`src/common/pcs_map.svh`:
```
// offsets, field positions, reset values and counts of the pc/stack block
// assumes: included by bare name from the bench and the design
`ifndef PCS_MAP_SVH
`define PCS_MAP_SVH
// wishbone byte offsets
`define PCS_ADR_PCL 8'h00
`define PCS_ADR_LATCH 8'h04
`define PCS_ADR_SP 8'h08
`define PCS_ADR_TOP_ENTRY_LOW 8'h0C
`define PCS_ADR_TOP_ENTRY_HIGH 8'h10
`define PCS_ADR_F0L 8'h14
`define PCS_ADR_F0H 8'h18
`define PCS_ADR_F1L 8'h1C
`define PCS_ADR_F1H 8'h20
`define PCS_ADR_PWR 8'h24
`define PCS_ADR_CFG 8'h28
// fields
`define PCS_PWR_OVF 1
`define PCS_PWR_UNF 0
`define PCS_CFG_FSE 0
`define PCS_FSE_RST 1'b1
// stack
`define PCS_SP_EMPTY 5'h1F
`define PCS_SP_FULL 5'h0F
`define PCS_TOS_EMPTY_IDX 4'hE
`define PCS_INT_VEC 15'h0004
// indirect map
`define PCS_LIN_BASE 16'h2000
`define PCS_LIN_LAST 16'h29AF
`define PCS_GPR_BYTES 12'h050
`define PCS_GPR_BASE 7'h20
`define PCS_BANK_SHIFT 7
`define PCS_PROG_BIT 15
// answer latencies in cycles from the taking edge
`define PCS_LAT_DATA 3
`define PCS_LAT_PROG 4
`endif

```
`src/common/pcs_pkg.sv`:
```
// types of the pc/stack/indirect block
// assumes: pcs_map.svh on the include path
package pcs_pkg;
    typedef enum logic [3:0] {
        OP_NONE, OP_NEXT, OP_CALL, OP_COMPUTED_CALL_BY_ACCUMULATOR, OP_INTVEC,
        OP_RET, OP_RETURN_WITH_LITERAL, OP_RETURN_FROM_INTERRUPT, OP_BRW, OP_BRA, OP_WRPCL
    } pcs_op_t;

    typedef struct packed {
        pcs_op_t op;
        logic [10:0] operand;
        logic [7:0] w;
    } pcs_cmd_t;

    typedef struct packed {
        logic valid;
        logic sel;
        logic we;
        logic [7:0] wdata;
    } pcs_ind_req_t;

    typedef struct packed {
        logic valid;
        logic we;
        logic [11:0] addr;
        logic [7:0] wdata;
    } pcs_dmem_req_t;

    typedef struct packed {
        logic valid;
        logic [14:0] addr;
    } pcs_pmem_req_t;
endpackage

```
`src/rtl/pcs_top.sv`:
```
// program counter, return stack and indirect address unit of an 8-bit core
// assumes: decoder and memories on clk_i; data memory and program memory
// present read data one cycle after their request pulse and hold it two cycles
//
// Overview of operation
// - 15-bit pc; low byte read/write, bits 14:8 come from high latch
// - any reset clears the whole pc
// - writing the low byte loads bits 14:8 from the high latch
// - call loads bits 10:0 from operand, 14:11 from latch bits 6:3
// - computed call: low byte from accumulator, upper seven from latch
// - branch by accumulator: pc becomes pc+1 plus unsigned accumulator
// - relative jump: pc becomes pc+1 plus sign-extended operand bits 8:0
// - sixteen entry, 15-bit return stack outside program and data space
// - push on calls and interrupts, pop on returns; latch untouched
// - fault reset off: stack wraps, seventeenth push overwrites entry 0
// - overflow and underflow flags set whether or not fault reset is on
// - five-bit pointer and top entry pair reach the pointed entry
// - push increments pointer then stores; return reloads then decrements
// - pointer resets to empty value 0x1F
// - empty stack reads zero with fault reset on, else entry 0x0E
// - fault reset on: overflow or underflow resets and sets the flag
// - window reaches pointer target; window-to-window reads 0, no write
// - each pointer is 16 bits from high and low byte registers
// - pointer 0x000 to 0xFFF maps to absolute banked data addresses
// - 0x2000 to 0x29AF maps onto 80-byte blocks of successive banks
// - unimplemented linear locations read 0x00
// - top pointer bit selects program memory, low byte only, no write
// - program memory through a pointer costs one extra cycle
//
// Added by the designer: the Wishbone interface to the registers and the address map.
`include "pcs_map.svh"
module pcs_top #(
    parameter int GPR_BANKS = 31
) (
    input wire logic clk_i,
    input wire logic rst_i,
    input wire logic wb_cyc_i,
    input wire logic wb_stb_i,
    input wire logic wb_we_i,
    input wire logic [7:0] wb_adr_i,
    input wire logic [3:0] wb_sel_i,
    input wire logic [31:0] wb_dat_i,
    output logic [31:0] wb_dat_o,
    output logic wb_ack_o,
    input pcs_pkg::pcs_cmd_t cmd_i,
    input pcs_pkg::pcs_ind_req_t ind_i,
    input wire logic [7:0] dmem_rdata_i,
    input wire logic [13:0] pmem_rdata_i,
    output logic [14:0] pc_o,
    output logic stack_reset_o,
    output logic [7:0] ind_rdata_o,
    output logic ind_ack_o,
    output pcs_pkg::pcs_dmem_req_t dmem_o,
    output pcs_pkg::pcs_pmem_req_t pmem_o
);
    typedef enum logic [2:0] {
        S_IDLE, S_DREQ, S_DCAP, S_PREQ, S_PEXT, S_PCAP
    } pcs_ind_st_t;

    logic [14:0] pc_q;
    logic [6:0] latch_q;
    logic [4:0] sp_q;
    logic [14:0] stack_q [16];
    logic [15:0] fsr_q [2];
    logic [1:0] pwr_q;
    logic fse_q;
    logic ack_q;
    logic [31:0] rdat_q;
    logic rst_pulse_q;
    pcs_ind_st_t st_q;
    logic [7:0] irdata_q;
    logic iack_q;
    pcs_pkg::pcs_dmem_req_t dreq_q;
    pcs_pkg::pcs_pmem_req_t preq_q;

    // ---- command decode
    logic [14:0] pc_inc;
    logic is_push, is_pop, ovf, unf, fault;
    logic [4:0] sp_up;
    logic [14:0] tos_val;
    assign pc_inc = pc_q + 15'h0001;
    assign sp_up = sp_q + 5'h01;
    assign is_push = cmd_i.op inside {pcs_pkg::OP_CALL, pcs_pkg::OP_COMPUTED_CALL_BY_ACCUMULATOR,
                                      pcs_pkg::OP_INTVEC};
    assign is_pop = cmd_i.op inside {pcs_pkg::OP_RET, pcs_pkg::OP_RETURN_WITH_LITERAL,
                                     pcs_pkg::OP_RETURN_FROM_INTERRUPT};
    assign ovf = is_push && sp_q == `PCS_SP_FULL;
    assign unf = is_pop && sp_q == `PCS_SP_EMPTY;
    assign fault = fse_q && (ovf || unf);

    // top entry as software sees it
    always_comb begin
        if (sp_q == `PCS_SP_EMPTY) begin
            tos_val = fse_q ? 15'h0000 : stack_q[`PCS_TOS_EMPTY_IDX];
        end else begin
            tos_val = stack_q[sp_q[3:0]];
        end
    end

    // ---- wishbone
    logic bus_req, bus_wr;
    assign bus_req = wb_cyc_i && wb_stb_i && !ack_q;
    assign bus_wr = bus_req && wb_we_i && wb_sel_i[0];

    always_ff @(posedge clk_i) begin
        if (rst_i) begin
            ack_q <= 1'b0;
        end else begin
            ack_q <= bus_req;
        end
    end

    always_ff @(posedge clk_i) begin
        if (rst_i) begin
            rdat_q <= 32'h0000_0000;
        end else if (bus_req) begin
            if (wb_adr_i == `PCS_ADR_PCL) begin
                rdat_q <= {24'h00_0000, pc_q[7:0]};
            end else if (wb_adr_i == `PCS_ADR_LATCH) begin
                rdat_q <= {25'h000_0000, latch_q};
            end else if (wb_adr_i == `PCS_ADR_SP) begin
                rdat_q <= {27'h000_0000, sp_q};
            end else if (wb_adr_i == `PCS_ADR_TOP_ENTRY_LOW) begin
                rdat_q <= {24'h00_0000, tos_val[7:0]};
            end else if (wb_adr_i == `PCS_ADR_TOP_ENTRY_HIGH) begin
                rdat_q <= {25'h000_0000, tos_val[14:8]};
            end else if (wb_adr_i == `PCS_ADR_F0L) begin
                rdat_q <= {24'h00_0000, fsr_q[0][7:0]};
            end else if (wb_adr_i == `PCS_ADR_F0H) begin
                rdat_q <= {24'h00_0000, fsr_q[0][15:8]};
            end else if (wb_adr_i == `PCS_ADR_F1L) begin
                rdat_q <= {24'h00_0000, fsr_q[1][7:0]};
            end else if (wb_adr_i == `PCS_ADR_F1H) begin
                rdat_q <= {24'h00_0000, fsr_q[1][15:8]};
            end else if (wb_adr_i == `PCS_ADR_PWR) begin
                rdat_q <= {30'h0000_0000, pwr_q};
            end else if (wb_adr_i == `PCS_ADR_CFG) begin
                rdat_q <= {31'h0000_0000, fse_q};
            end else begin
                rdat_q <= 32'h0000_0000;
            end
        end
    end

    // ---- program counter
    always_ff @(posedge clk_i) begin
        if (rst_i || fault) begin
            pc_q <= 15'h0000;
        end else begin
            case (cmd_i.op)
                pcs_pkg::OP_NEXT: pc_q <= pc_inc;
                pcs_pkg::OP_CALL: begin
                    pc_q <= {latch_q[6:3], cmd_i.operand};
                end
                pcs_pkg::OP_COMPUTED_CALL_BY_ACCUMULATOR: begin
                    pc_q <= {latch_q, cmd_i.w};
                end
                pcs_pkg::OP_INTVEC: pc_q <= `PCS_INT_VEC;
                pcs_pkg::OP_RET, pcs_pkg::OP_RETURN_WITH_LITERAL,
                pcs_pkg::OP_RETURN_FROM_INTERRUPT: begin
                    pc_q <= stack_q[sp_q[3:0]];
                end
                pcs_pkg::OP_BRW: begin
                    pc_q <= pc_inc + {7'h00, cmd_i.w};
                end
                pcs_pkg::OP_BRA: begin
                    pc_q <= pc_inc + {{6{cmd_i.operand[8]}},
                                      cmd_i.operand[8:0]};
                end
                pcs_pkg::OP_WRPCL: begin
                    pc_q <= {latch_q, cmd_i.w};
                end
                default: begin
                    if (bus_wr && wb_adr_i == `PCS_ADR_PCL) begin
                        pc_q <= {latch_q, wb_dat_i[7:0]};
                    end
                end
            endcase
        end
    end

    // latch is only touched by software
    always_ff @(posedge clk_i) begin
        if (rst_i) begin
            latch_q <= 7'h00;
        end else if (bus_wr && wb_adr_i == `PCS_ADR_LATCH) begin
            latch_q <= wb_dat_i[6:0];
        end
    end

    // ---- stack pointer and entries
    always_ff @(posedge clk_i) begin
        if (rst_i || fault) begin
            sp_q <= `PCS_SP_EMPTY;
        end else if (is_push) begin
            sp_q <= sp_up;
        end else if (is_pop) begin
            sp_q <= sp_q - 5'h01;
        end else if (bus_wr && wb_adr_i == `PCS_ADR_SP) begin
            sp_q <= wb_dat_i[4:0];
        end
    end

    // entries have no reset; index wraps so entry 0 follows entry 15
    always_ff @(posedge clk_i) begin
        if (is_push && !fault && !rst_i) begin
            if (cmd_i.op == pcs_pkg::OP_INTVEC) begin
                stack_q[sp_up[3:0]] <= pc_q;
            end else begin
                stack_q[sp_up[3:0]] <= pc_inc;
            end
        end else if (bus_wr && wb_adr_i == `PCS_ADR_TOP_ENTRY_LOW) begin
            stack_q[sp_q[3:0]][7:0] <= wb_dat_i[7:0];
        end else if (bus_wr && wb_adr_i == `PCS_ADR_TOP_ENTRY_HIGH) begin
            stack_q[sp_q[3:0]][14:8] <= wb_dat_i[6:0];
        end
    end

    // flags: a set in the clearing cycle wins
    logic [1:0] pwr_set, pwr_clr;
    assign pwr_set = {ovf, unf};
    assign pwr_clr = (bus_wr && wb_adr_i == `PCS_ADR_PWR) ?
                     ~wb_dat_i[1:0] : 2'b00;
    always_ff @(posedge clk_i) begin
        if (rst_i) begin
            pwr_q <= 2'b00;
        end else begin
            pwr_q <= (pwr_q & ~pwr_clr) | pwr_set;
        end
    end

    always_ff @(posedge clk_i) begin
        if (rst_i) begin
            fse_q <= `PCS_FSE_RST;
        end else if (bus_wr && wb_adr_i == `PCS_ADR_CFG) begin
            fse_q <= wb_dat_i[`PCS_CFG_FSE];
        end
    end

    always_ff @(posedge clk_i) begin
        if (rst_i) begin
            rst_pulse_q <= 1'b0;
        end else begin
            rst_pulse_q <= fault;
        end
    end

    // ---- file select pointers
    for (genvar g = 0; g < 2; g++) begin : g_fsr
        always_ff @(posedge clk_i) begin
            if (rst_i) begin
                fsr_q[g] <= 16'h0000;
            end else if (bus_wr && wb_adr_i == (g ? `PCS_ADR_F1L
                                                  : `PCS_ADR_F0L)) begin
                fsr_q[g][7:0] <= wb_dat_i[7:0];
            end else if (bus_wr && wb_adr_i == (g ? `PCS_ADR_F1H
                                                  : `PCS_ADR_F0H)) begin
                fsr_q[g][15:8] <= wb_dat_i[7:0];
            end
        end
    end

    // ---- indirect address map
    logic [15:0] fa;
    logic [11:0] loff, bofs, dabs;
    logic [4:0] bank;
    logic is_trad, is_lin, is_prog, is_dat;
    assign fa = fsr_q[ind_i.sel];
    assign loff = 12'(fa - `PCS_LIN_BASE);
    assign bank = 5'(loff / `PCS_GPR_BYTES);
    assign bofs = 12'(loff - 12'(bank) * `PCS_GPR_BYTES);
    assign is_prog = fa[`PCS_PROG_BIT];
    assign is_trad = fa[15:12] == 4'h0;
    assign is_lin = fa >= `PCS_LIN_BASE && fa <= `PCS_LIN_LAST
                    && 32'(bank) < GPR_BANKS;
    // window registers sit at offsets 0 and 1 of every bank
    assign is_dat = (is_trad && fa[6:1] != 6'h00) || is_lin;
    always_comb begin
        if (is_lin) begin
            dabs = {bank, `PCS_GPR_BASE + bofs[6:0]};
        end else begin
            dabs = fa[11:0];
        end
    end

    logic ind_take;
    assign ind_take = ind_i.valid && st_q == S_IDLE;

    always_ff @(posedge clk_i) begin
        if (rst_i) begin
            st_q <= S_IDLE;
        end else begin
            case (st_q)
                S_IDLE: begin
                    if (ind_take && !ind_i.we) begin
                        if (is_prog) begin
                            st_q <= S_PREQ;
                        end else if (is_dat) begin
                            st_q <= S_DREQ;
                        end
                    end
                end
                S_DREQ: st_q <= S_DCAP;
                S_PREQ: st_q <= S_PEXT;
                S_PEXT: st_q <= S_PCAP;
                default: st_q <= S_IDLE;
            endcase
        end
    end

    always_ff @(posedge clk_i) begin
        if (rst_i) begin
            dreq_q <= '0;
        end else if (ind_take && !is_prog && is_dat) begin
            dreq_q.valid <= 1'b1;
            dreq_q.we <= ind_i.we;
            dreq_q.addr <= dabs;
            dreq_q.wdata <= ind_i.wdata;
        end else begin
            dreq_q.valid <= 1'b0;
            dreq_q.we <= 1'b0;
        end
    end

    always_ff @(posedge clk_i) begin
        if (rst_i) begin
            preq_q <= '0;
        end else if (ind_take && is_prog && !ind_i.we) begin
            preq_q.valid <= 1'b1;
            preq_q.addr <= fa[14:0];
        end else begin
            preq_q.valid <= 1'b0;
        end
    end

    // answer: zero and write cases next cycle, data after 3, program 4
    always_ff @(posedge clk_i) begin
        if (rst_i) begin
            iack_q <= 1'b0;
            irdata_q <= 8'h00;
        end else if (ind_take && (ind_i.we || (!is_prog && !is_dat))) begin
            iack_q <= 1'b1;
            irdata_q <= 8'h00;
        end else if (st_q == S_DCAP) begin
            iack_q <= 1'b1;
            irdata_q <= dmem_rdata_i;
        end else if (st_q == S_PCAP) begin
            iack_q <= 1'b1;
            irdata_q <= pmem_rdata_i[7:0];
        end else begin
            iack_q <= 1'b0;
        end
    end

    assign wb_ack_o = ack_q;
    assign wb_dat_o = rdat_q;
    assign pc_o = pc_q;
    assign stack_reset_o = rst_pulse_q;
    assign ind_rdata_o = irdata_q;
    assign ind_ack_o = iack_q;
    assign dmem_o = dreq_q;
    assign pmem_o = preq_q;
endmodule
```
`config.mk`:
```
export PLATFORM = sky130hd
export DESIGN_NAME = pcs_top
export DESIGN_NICKNAME = d
export VERILOG_FILES = /design/src/common/pcs_pkg.sv /design/src/rtl/pcs_top.sv
export VERILOG_INCLUDE_DIRS = /design/src /design/src/common
export SDC_FILE = /design/constraint.sdc
export NUM_CORES = 1
export LEC_CHECK = 0
export BUFFER_PORTS_ARGS = -buffer_cell sky130_fd_sc_hd__buf_2
export CAP_MARGIN = 15
export CORE_UTILIZATION = 28
export CTS_BUF_LIST = sky130_fd_sc_hd__clkbuf_2
export CTS_CLUSTER_DIAMETER = 40
export DETAILED_ROUTE_END_ITERATION = 8
export MAX_ROUTING_LAYER = met4
export PLACE_DENSITY = 0.46
export RECOVER_POWER = 100
export SETUP_SLACK_MARGIN = 0.15
export SYNTH_ARGS = -nofsm -noshare
export SYNTH_HDL_FRONTEND = slang
export SYNTH_SLANG_ARGS = --single-unit
```
`constraint.sdc`:
```
create_clock -name clk_i -period 9.49 [get_ports clk_i]
set_input_delay 1.4235 -clock clk_i [delete_from_list [all_inputs] [get_ports clk_i]]
set_output_delay 1.4235 -clock clk_i [all_outputs]
set_load 0.01 [all_outputs]
```
==> flow_summary_export.csv <==
group,metric,value,unit
outcome,status,"complete, but fails checks",
outcome,violations,"max-capacitance violations, max-slew violations",
grt,antenna_found_initial,1,
sta,finalCriticalPeriod,7.78,ns
routing,via_per_inst,5.17,
critical_path,cp.required,10.41,ns
synth,synth_edf_count,272,
routing,ant_nets,0,
synth,syn_area,18400,sq um
grt,gr-total-overflow,0,
pwr,leakage,0.00732,uW
sta,finalCritPeriodShare,82.0,%
clock_tree,holdBufCountCts,0,
grt,grt_start_max_net_pins,76,
synth,synth_seq_cells,366,
routing,wl_per_cell,21.9,um
synth,yosysWarnings,0,
finish,utilization,32.1,%
clock_tree,cts-resized-gates,0,
sta,tns,0,ns
sta,finalClockSkew,0.121,ns
finish,regArea,10100,sq um
placement,dp_hpwl,42000,um
job,max_cap_violations,5,
floorplanning,dieArea,66800,sq um
synth,yosysTopAreaCellShare,44.4,%
placement,gp_congestion,0.933,
grt,grt_pass1_vias,13507,
placement,port_buffers,143,
pwr,vdd_drop_max,0.0000795,V
finish,fill_cells,6732,
clock_tree,worstSkewPairLatency,1.12,ns
critical_path,critPathLaunchType,"input pin",
clock_tree,cts_root_buffer,"clkbuf_2",
clock_tree,post_cts.repair.setup_buffers,0,
clock_tree,h-tree-depth,3,
floorplanning,die_x,258,um
synth,synth_most_common_cell,"edfxtp_1",
finish,final_cell_area,20800,sq um
routing,num_vias,13818,
critical_path,cp_common_cell,"ha_1",
critical_path,path_max_fanout,34,
floorplanning,row_count,93,
sta,max_slew_margin,-146,%
sta,finalSetupViolations,0,
floorplanning,pin_count,201,
critical_path,slowest_stage,"clkbuf_1",
routing,routed_wl,58700,um
sta,hold_viol,0,
routing,first_pass_iters,7,
grt,grtUsageTotal,17.9,%
critical_path,critPathMaxStageDelay,1.38,ns
finish,multi_input_area,7780,sq um
critical_path,cp-end-kind,"flop",
sta,worst-slew-pin-transition,3.69,ns
synth,synthTopCellsByArea,"edfxtp_1 44%, dfxtp_1 10%, mux4_2 9.2%",
synth,synth_cell_types,82,
clock_tree,cts_inserted_buffers,100,
synth,synth_commonest_cells,"272 x edfxtp_1, 177 x nor2_1, 107 x nand2_1, 94 x dfxtp_1, 75 x mux4_2",
finish,final_nets,1882,
synth,synth_cells,1545,
synth,seq_area_frac_synth,54.6,%
sta,slew_violations,191,
routing,first_iter_violations,999,
grt,grt_pass1_wl,87200,um
sta,fmax,129,MHz
finish,area_delta_synth_final,12.7,%
critical_path,cp_data_arrival_time,8.71,ns
synth,synth-async-reset-ratio,0,%
clock_tree,tritoncts,"yes",
synth,yosysTopAreaCell,"edfxtp_1",
floorplanning,coreArea,64700,sq um
finish,drive_gt1_share,19.8,%
clock_tree,clockBufferDepth,3,
synth,synthFlopType,"edfxtp_1",
synth,syn_avg_cell_area,11.9,sq um
placement,post_dp_cell_area,20000,sq um
sta,rsz0062_at_grt,"no",
floorplanning,die_h,258,um
routing,drc,0,
clock_tree,cts.sinks,366,
sta,whs,0.488,ns
floorplanning,initial_core_util,28.5,%
pwr,power_density,168,nW/um^2
critical_path,setup.worst_path.class,"in -> reg",
hold_path,hold_path.class,"reg -> reg",
clock_tree,path_clk_slew,0.10,ns
==> layout by cell type (no fill, tap or decap), types with 18 or more instances in the layout <==
| cell | n |
|---|---|
| mux2i_1 | 42 |
| mux4_2 | 75 |
| clkbuf_2 | 144 |
| o21ai_0 | 65 |
| xnor2_1 | 22 |
| nor3_1 | 31 |
| a211oi_1 | 32 |
| o22ai_1 | 18 |
| edfxtp_1 | 272 |
| a21oi_1 | 70 |
| ha_1 | 28 |
| conb_1 | 24 |
| inv_1 | 40 |
| nor2_1 | 177 |
| nand3_1 | 39 |
| and2_1 | 19 |
| clkbuf_1 | 95 |
| a31oi_1 | 26 |
| dfxtp_1 | 93 |
| nand2b_1 | 19 |
| buf_2 | 69 |
| nand2_1 | 107 |
==> state kept, by name (all words and copies together) (netlist names), named ones only <==
register,count
sp_q,5
st_q,3
pmem_o,16
fse_q,1
wb_ack_o,1
stack_q,240
dmem_o,22
pc_o,15
wb_dat_o,8
latch_q,7
pwr_q,2
ind_rdata_o,8
ind_ack_o,1
stack_reset_o,1
fsr_q,32
==> path summary, 6_finish.rpt <==
| kind | from | to | slack [ns] | cells past startpoint |
|---|---|---|---|---|
| max | ind_i[9] | dmem_o[14]$_SDFFE_PP0P_ | 1.71 | 26 |
| min | pwr_q[1]$_SDFF_PP0_ | pwr_q[1]$_SDFF_PP0_ | 0.49 | 2 |
| max reg2reg | flop | wb_dat_o[1]$_SDFFE_PP0P_ | 2.81 | 8 |
| min reg2reg | pwr_q[1]$_SDFF_PP0_ | pwr_q[1]$_SDFF_PP0_ | 0.49 | 2 |
==> power by group <==
group	total [uW]	switching (uW)	internal (uW)	leakage (uW)
registers	1820	51.5	1770	0.00328
logic	551	348	203	0.00337
clock network	1120	677	441	0.000678
total	3490	1080	2410	0.00732
==> layout make-up <==
type	count	share of cell area [%]
Antenna cell	2	0.0241
Clock buffer	144	3.47
Clock inverter	27	0.784
Inverter	41	0.741
Multi-Input combinational cell	1060	37.5
Sequential cell	366	48.4
Tap cell	855	5.15
Timing Repair Buffer	179	3.92
==> worst max-delay path, delay by kind of cell <==
kind            cells  cell delay, ns
compound gates     12            3.36
xor+xnor            2            0.31
fa+ha+maj           3            0.74
buf+inv             3            1.73
mux                 2            0.49
simple gates        4            0.63
==> metrics by stage <==
step / setup slack [ns] / instances / power [uW]
global route: 1.16 / 2673 / 3670
CTS: 3.07 / 2667 / 3540
detailed placement: 1.89 / 2496 / 2410
floorplan: 2.26 / 1568 / 2200
global placement: 1.87 / 2495 / 2400
finish: 1.71 / 2674 / 3490
==> cells by family (layout without fill, tap and decap cells) <==
family / after synthesis / in the layout / synth area share [%]
buf+inv: 142 / 391 / 3.64
compound gates: 344 / 344 / 12.7
flops: 366 / 366 / 54.6
other cells: 1 / 26 / 0.0204
mux: 133 / 133 / 12.4
fa+ha+maj: 29 / 29 / 2.01
simple gates: 491 / 491 / 12.7
xor+xnor: 39 / 39 / 1.86
==> metal layers <==
metal / GRT usage, % / wire, um / vias up
met2: 27.7 / 27400 / 502
met3: 3.15 / 3700 / 94
met1: 23.9 / 26300 / 6895
li1: - / - / 6327
met4: 5.36 / 1310 / 0
met5: - / 0 / -
(Power assumes the default switching activity.)
